`src/pkg/write_guard_map.vh`:
```
`ifndef WRITE_GUARD_MAP_VH
`define WRITE_GUARD_MAP_VH
// Instruction codes (8-bit opcodes shifted in MSB first).
`define OP_WRITE_STATUS   8'h01
`define OP_WRITE_ARRAY    8'h02
`define OP_READ_ARRAY     8'h03
`define OP_CLEAR_LATCH    8'h04
`define OP_READ_STATUS    8'h05
`define OP_SET_LATCH      8'h06
// Bit counts at which chip select may rise for each instruction.
`define BITS_OPCODE       6'd8
`define BITS_STATUS_WR    6'd16
`define BITS_ADDR_END     6'd24
`define BITS_BYTE         6'd8
// Status register bit positions.
`define ST_BUSY_BIT       0
`define ST_LATCH_BIT      1
// Self-timed write duration, in ms, and its cycle count at 50 MHz.
`define WRITE_TIME_MS     5
`define CLK_HZ            50000000
`define WRITE_CYCLES      ((`CLK_HZ / 1000) * `WRITE_TIME_MS)
`define STATUS_RESET      8'h00
`endif

```
`src/rtl/write_timer.v`:
```
`timescale 1ns/1ps
`include "write_guard_map.vh"

module write_timer #(
  parameter WRITE_CYCLES = `WRITE_CYCLES
) (
  input  wire clk,        // System clock.
  input  wire sys_rst,    // Synchronous reset, active high.
  input  wire start,      // One-cycle pulse that launches a write.
  output wire busy        // High while the self-timed write runs.
);

  reg [23:0] count_r;
  reg        busy_r;

  // Counts the programming time; a new start while busy is ignored.
  always @(posedge clk) begin
    if (sys_rst) begin
      count_r <= 24'h000000;
      busy_r  <= 1'b0;
    end else if (busy_r) begin
      if (count_r == 24'h000001) begin
        busy_r <= 1'b0;
      end
      count_r <= count_r - 24'h000001;
    end else if (start) begin
      busy_r  <= 1'b1;
      count_r <= WRITE_CYCLES[23:0];
    end
  end

  assign busy = busy_r;

endmodule

```
`src/rtl/eeprom_write_guard.v`:
```
`timescale 1ns/1ps
`include "write_guard_map.vh"

module eeprom_write_guard #(
  parameter WRITE_CYCLES = `WRITE_CYCLES
) (
  input  wire       clk,            // System clock, 50 MHz.
  input  wire       sys_rst,        // Synchronous power-on reset, active high.
  input  wire       cs_n,           // Chip select pin, active low.
  input  wire       sck,            // Serial clock pin.
  input  wire       si,             // Serial data input pin.
  output reg        so_o,           // Serial data output value.
  output reg        so_oe,          // Output enable for the data pin.
  output wire       write_enable_latch,      // Latch state.
  output wire       write_in_progress_flag,  // Self-timed write running.
  output reg        array_write,    // One-cycle pulse: commit array write.
  output reg  [15:0] array_addr,    // Address of the committed write.
  output reg  [7:0] array_data,     // Last data byte of the committed write.
  output reg        status_write,   // One-cycle pulse: commit status write.
  output reg  [7:0] status_data,    // Status byte written.
  output reg        array_read,     // Pulse: fetch array byte at array_addr.
  input  wire [7:0] array_rdata     // Array byte returned for reads.
);

  ////////////////////////////////////////////////////////////////////////
  // Pin synchronisers.

  reg [1:0] cs_sync_r;
  reg [1:0] sck_sync_r;
  reg [1:0] si_sync_r;
  reg       sck_prev_r;
  reg       cs_prev_r;

  // Two flops on each pin; reset holds chip select as deselected.
  always @(posedge clk) begin
    if (sys_rst) begin
      cs_sync_r  <= 2'h3;
      cs_prev_r  <= 1'b1;
      sck_sync_r <= 2'h0;
      sck_prev_r <= 1'b0;
      si_sync_r  <= 2'h0;
    end else begin
      cs_sync_r  <= {cs_sync_r[0], cs_n};
      sck_sync_r <= {sck_sync_r[0], sck};
      si_sync_r  <= {si_sync_r[0], si};
      sck_prev_r <= sck_sync_r[1];
      cs_prev_r  <= cs_sync_r[1];
    end
  end

  wire sel      = ~cs_sync_r[1];
  wire sck_rise = sel & sck_sync_r[1] & ~sck_prev_r;
  wire sck_fall = sel & ~sck_sync_r[1] & sck_prev_r;
  wire cs_rise  = cs_sync_r[1] & ~cs_prev_r;
  wire cs_fall  = ~cs_sync_r[1] & cs_prev_r;

  ////////////////////////////////////////////////////////////////////////
  // Shift state.

  reg [5:0]  bit_cnt_r;
  reg [7:0]  shift_r;
  reg [7:0]  opcode_r;
  reg [15:0] addr_r;
  reg [7:0]  data_r;
  reg        wel_r;
  reg [7:0]  out_r;
  reg        reading_r;
  wire       busy;
  wire       start_write = array_write | status_write;

  // Bits arrive on rising edges, MSB first; bytes are captured in place.
  always @(posedge clk) begin
    if (sys_rst || cs_fall) begin
      bit_cnt_r <= 6'd0;
      shift_r   <= 8'h00;
      opcode_r  <= 8'h00;
      addr_r    <= 16'h0000;
      data_r    <= 8'h00;
    end else if (sck_rise) begin
      shift_r <= {shift_r[6:0], si_sync_r[1]};
      // Count saturates so an over-long frame stays distinguishable.
      if (bit_cnt_r != 6'h3F) begin
        bit_cnt_r <= bit_cnt_r + 6'd1;
      end
      if (bit_cnt_r == `BITS_OPCODE - 6'd1) begin
        opcode_r <= {shift_r[6:0], si_sync_r[1]};
      end
      if (bit_cnt_r == `BITS_OPCODE + 6'd7) begin
        addr_r[15:8] <= {shift_r[6:0], si_sync_r[1]};
      end
      if (bit_cnt_r == `BITS_STATUS_WR + 6'd7) begin
        addr_r[7:0] <= {shift_r[6:0], si_sync_r[1]};
      end
      if (bit_cnt_r >= `BITS_ADDR_END && bit_cnt_r[2:0] == 3'd7) begin
        data_r <= {shift_r[6:0], si_sync_r[1]};
      end
    end
  end

  // Frame-length checks made at the chip select rise.
  wire len_opcode = (bit_cnt_r == `BITS_OPCODE);
  wire len_status = (bit_cnt_r == `BITS_STATUS_WR);
  // A page write ends on a whole byte after at least one data byte.
  wire len_array  = (bit_cnt_r >= `BITS_ADDR_END + `BITS_BYTE) &&
                    (bit_cnt_r != 6'h3F) && (bit_cnt_r[2:0] == 3'd0);

  ////////////////////////////////////////////////////////////////////////
  // Write enable latch and write launch.

  // Commit pulses fire only on chip select rise with a valid count.
  always @(posedge clk) begin
    if (sys_rst) begin
      array_write  <= 1'b0;
      status_write <= 1'b0;
      array_addr   <= 16'h0000;
      array_data   <= 8'h00;
      status_data  <= `STATUS_RESET;
    end else begin
      array_write  <= cs_rise & ~busy & wel_r & len_array &
                      (opcode_r == `OP_WRITE_ARRAY);
      status_write <= cs_rise & ~busy & wel_r & len_status &
                      (opcode_r == `OP_WRITE_STATUS);
      if (cs_rise && !busy) begin
        array_addr  <= addr_r;
        array_data  <= data_r;
        status_data <= addr_r[15:8];
      end else if (sck_rise && !busy && bit_cnt_r == `BITS_ADDR_END - 6'd1 &&
                   opcode_r == `OP_READ_ARRAY) begin
        // A read fetch must see its own address, not the last write's.
        array_addr <= {addr_r[15:8], shift_r[6:0], si_sync_r[1]};
      end
    end
  end

  // Latch: cleared at reset and after each write launch, set only by opcode.
  always @(posedge clk) begin
    if (sys_rst) begin
      wel_r <= 1'b0;
    end else if (start_write) begin
      wel_r <= 1'b0;
    end else if (cs_rise && !busy && len_opcode) begin
      if (opcode_r == `OP_SET_LATCH) begin
        wel_r <= 1'b1;
      end else if (opcode_r == `OP_CLEAR_LATCH) begin
        wel_r <= 1'b0;
      end
    end
  end

  assign write_enable_latch = wel_r;

  write_timer #(
    .WRITE_CYCLES (WRITE_CYCLES)
  ) u_timer (
    .clk     (clk),
    .sys_rst (sys_rst),
    .start   (start_write),
    .busy    (busy)
  );

  assign write_in_progress_flag = busy;

  ////////////////////////////////////////////////////////////////////////
  // Output path: status reads always, array reads only when idle.

  // Read data shifts out on falling edges, MSB first.
  always @(posedge clk) begin
    if (sys_rst || !sel) begin
      so_o       <= 1'b0;
      so_oe      <= 1'b0;
      out_r      <= 8'h00;
      reading_r  <= 1'b0;
      array_read <= 1'b0;
    end else begin
      array_read <= 1'b0;
      if (sck_fall && bit_cnt_r == `BITS_OPCODE &&
          opcode_r == `OP_READ_STATUS) begin
        reading_r <= 1'b1;
        so_oe     <= 1'b1;
        so_o      <= 1'b0;
        out_r     <= {5'h00, 1'b0, wel_r, busy} << 1;
      end else if (sck_fall && bit_cnt_r == `BITS_ADDR_END && !busy &&
                   opcode_r == `OP_READ_ARRAY) begin
        reading_r <= 1'b1;
        so_oe     <= 1'b1;
        so_o      <= array_rdata[7];
        out_r     <= {array_rdata[6:0], 1'b0};
      end else if (sck_fall && reading_r) begin
        so_o  <= out_r[7];
        out_r <= {out_r[6:0], 1'b0};
      end
      if (sck_rise && bit_cnt_r == `BITS_ADDR_END - 6'd1 && !busy &&
          opcode_r == `OP_READ_ARRAY) begin
        array_read <= 1'b1;
      end
    end
  end

endmodule

```
`config.mk`:
```
export PLATFORM = sky130hd
export DESIGN_NAME = eeprom_write_guard
export DESIGN_NICKNAME = d
export VERILOG_FILES = /design/src/rtl/write_timer.v /design/src/rtl/eeprom_write_guard.v
export VERILOG_INCLUDE_DIRS = /design/src /design/src/pkg
export SDC_FILE = /design/constraint.sdc
export NUM_CORES = 1
export LEC_CHECK = 0
export BUFFER_PORTS_ARGS = -buffer_cell sky130_fd_sc_hd__buf_2
export CORE_MARGIN = 4
export CORE_UTILIZATION = 65
export CTS_BUF_LIST = sky130_fd_sc_hd__clkbuf_4
export DETAILED_ROUTE_END_ITERATION = 10
export PLACE_DENSITY = 0.87
export SLEW_MARGIN = 30
export SYNTH_ARGS = -nofsm -noshare
export SYNTH_HDL_FRONTEND = slang
export SYNTH_SLANG_ARGS = --single-unit
```
`constraint.sdc`:
```
create_clock -name clk -period 4.5 [get_ports clk]
set_input_delay 0.675 -clock clk [delete_from_list [all_inputs] [get_ports clk]]
set_output_delay 0.675 -clock clk [all_outputs]
set_load 0.1 [all_outputs]
```
==> flow_metrics.py <==
metrics = {
    "run_status": {
        "status": "complete, no violations",
    },
    "die": {
        "die_w_um": 96.0,
        "design.core.area_sq_um": 7370,
        "start_util_pct": 68.3,
        "boundaryPins": 52,
        "rows": 31,
        "die_y_um": 96.0,
        "die_area_sq_um": 9210,
    },
    "route": {
        "wl_um": 10900,
        "vias": 4047,
        "drc": 0,
        "drtIter0Drc": 266,
        "post_drt_wl_per_cell_um": 15.6,
        "avgViaCountPerCell": 5.81,
        "first_pass_iters": 4,
        "postRouteAntennaNets": 0,
    },
    "clock_network": {
        "clockRootBuffer": "clkbuf_4",
        "cts_sinks": 123,
        "cts_buffer_depth": 2,
        "clk_latency_ns": 0.51,
        "cts_hold_buf": 0,
        "cts_resized": 0,
        "path_clk_slew_ns": 0.11,
        "cts-htree-levels": 4,
        "cts_tree": "done",
        "cts_made_buffers": 17,
        "post_cts_buffers": 0,
    },
    "placed_design": {
        "hpwlAfterDp_um": 7270,
        "gp_congestion": 0.836,
        "dpl.cell_count": 664,
        "numPortBuffers": 51,
    },
    "logic_synthesis": {
        "synth_cells": 540,
        "avgSynthCellArea_sq_um": 9.32,
        "ys_ff_latch": 123,
        "yosysUniqueCellTypes": 52,
        "ys_async_sr_fraction_pct": 0,
        "synth_edf_count": 0,
        "ys.flop_type": "dfxtp_1",
        "syn_area_sq_um": 5030,
        "ys_seq_area_share_pct": 48.9,
        "yosysWarnings": 0,
        "synth.net_count": 558,
    },
    "layout": {
        "nFillCells": 530,
        "seq_area_sq_um": 2460,
        "multiInputGateArea_sq_um": 2420,
        "flow.area_growth_from_synthesis_pct": 10.3,
        "drive_above_1_share_pct": 17.3,
        "finalNetCount": 602,
        "final_util_pct": 75.3,
        "stdcell_count": 696,
        "insertedDiodeCount": 0,
    },
    "sta": {
        "rsz0062_at_grt": "no",
        "worst_pin_slew_ns": 0.873,
        "max_freq_mhz": 405,
        "fin_crit_ns": 2.47,
        "maxSlewViolCount": 0,
        "maxSlewHeadroom_pct": 41.5,
        "setup_tns_ns": 0,
        "setup_violations": 0,
        "clock_skew_ns": 0.0138,
        "hold_viol_final": 0,
        "fin_crit_sh_pct": 54.9,
    },
    "grt": {
        "grt_antenna_before_repair": 0,
        "grtUsageTotal_pct": 25.2,
        "grt_pass1_wl_um": 18100,
        "grt_max_degree": 59,
        "grt_pass1_vias": 3859,
        "grt-ovfl-total": 0,
    },
    "worst_setup_path": {
        "cp_max_fo": 9,
        "path_cells": "or4_1 > nor4_2 > nand2_1 > mux2i_1 > a211oi_1",
        "path_class": "reg -> reg",
        "crit_path_end_kind": "register",
        "cp-start-kind": "register",
        "crit_required_ns": 4.92,
        "cp_slowest_cell": "or4_1",
        "cp.arrival_ns": 2.89,
        "slowest_delay_ns": 0.60,
    },
    "pwr": {
        "p_total_w": 0.00183,
        "p_leak_nw": 2.23,
        "irDropWorstVdd_mv": 0.235,
        "p_per_area_nw_per_um2": 330,
    },
    "hold_path": {
        "worstHoldPathType": "in -> reg",
    },
    "job": {
        "cap_violations": 0,
    },
}
## where the power goes
part	internal [W]	switching (W)
clock	0.000270	0.000404
sequential	0.00109	0.00000452
combinational	0.0000137	0.0000467
## sequential cells by signal (all words and copies together) (netlist names), 2 cells and up
signal and cells:
data_r 8, bit_cnt_r 6, cs_sync_r 2, addr_r 16
array_addr 16, status_data 8, out_r 7, opcode_r 8
shift_r 7, si_sync_r 2, sck_sync_r 2, u_timer.count_r 24
array_data 8
## layer usage
metal	up-vias	track usage [%]	share of wire (%)
met4	0	8.41	1.0
met3	12	6.57	5.8
met5	-	0	0
met1	1934	32.8	43
met2	118	41.0	50
li1	1983	-	-
## critical path, delay by kind of cell, from the launching register on
family,cells,cell delay [ns]
DFF,1,0.33
AOI/OAI and AO/OA,1,0.27
muxes,1,0.23
and+or+nand+nor,3,1.57
## placed cells by master, fill, tap and decap left out, types with 4 or more instances in the layout
cell type | netlist | layout
a211oi_1 | 21 | 21
a21oi_1 | 34 | 34
buf_2 | 0 | 51
clkbuf_4 | 0 | 18
clkinv_2 | 0 | 6
clkinvlp_4 | 0 | 4
dfxtp_1 | 123 | 123
ha_1 | 5 | 5
inv_1 | 8 | 8
mux2_1 | 5 | 5
mux2i_1 | 59 | 59
nand2_1 | 62 | 62
nand3_1 | 9 | 9
nand4b_1 | 5 | 5
nor2_1 | 85 | 85
nor2b_1 | 10 | 10
nor3_1 | 15 | 14
nor4_1 | 6 | 6
o211ai_1 | 4 | 4
or3_1 | 4 | 4
## cell usage after synthesis, types with 6 or more instances
master	number	area share, %
a211oi_1	21	3.1
a21oi_1	34	3.4
clkbuf_1	24	1.8
dfxtp_1	123	49
inv_1	8	0.60
mux2i_1	59	12
nand2_1	62	4.6
nand3_1	9	0.90
nor2_1	85	6.3
nor2b_1	10	1.2
nor3_1	15	1.5
nor4_1	6	0.75
## path summary, 6_finish.rpt
check / startpoint / endpoint / slack [ns] / depth (start not counted)
min: cs_n / cs_sync_r[0]$_SDFF_PP1_ / 0.36 / 2
max reg2reg: opcode_r[7]$_SDFFE_PP0P_ / array_addr[4]$_SDFFE_PP0P_ / 2.03 / 5
max: opcode_r[7]$_SDFFE_PP0P_ / array_addr[4]$_SDFFE_PP0P_ / 2.03 / 5
min reg2reg: cs_sync_r[0]$_SDFF_PP1_ / cs_sync_r[1]$_SDFF_PP1_ / 0.45 / 1
## cells by family (layout without fill, tap and decap cells)
logic type,count (synthesis),after routing,synth area share (%)
muxes,65,65,13.1
buffers and inverters,36,93,3.28
and+or+nand+nor,235,235,23.7
AOI/OAI and AO/OA,73,73,9.23
adders and majority gates,5,5,1.24
DFF,123,123,48.9
xor gates and xnor gates,3,3,0.522
## per-stage QoR
| stage | setup slack [ns] | instance area (sq um) | hold WS [ns] |
|---|---|---|---|
| after detailed placement | 2.07 | 5310 | 0.426 |
| after global placement | 1.92 | 5300 | 0.419 |
| after floorplan | 2.08 | 5030 | 0.389 |
| after global routing | 1.80 | 5550 | 0.315 |
| final | 2.03 | 5550 | 0.360 |
| after CTS | 2.05 | 5550 | 0.327 |
## final cells by class
type,instances,share of cell area (%)
flip-flops and latches,123,44.4
multi-input cells,381,43.6
repair buffers,53,4.87
clock buffers,18,2.44
well taps,99,2.23
clock inverters,14,1.92
inverters,8,0.541
Note: power is estimated with default switching activity, not from simulation.
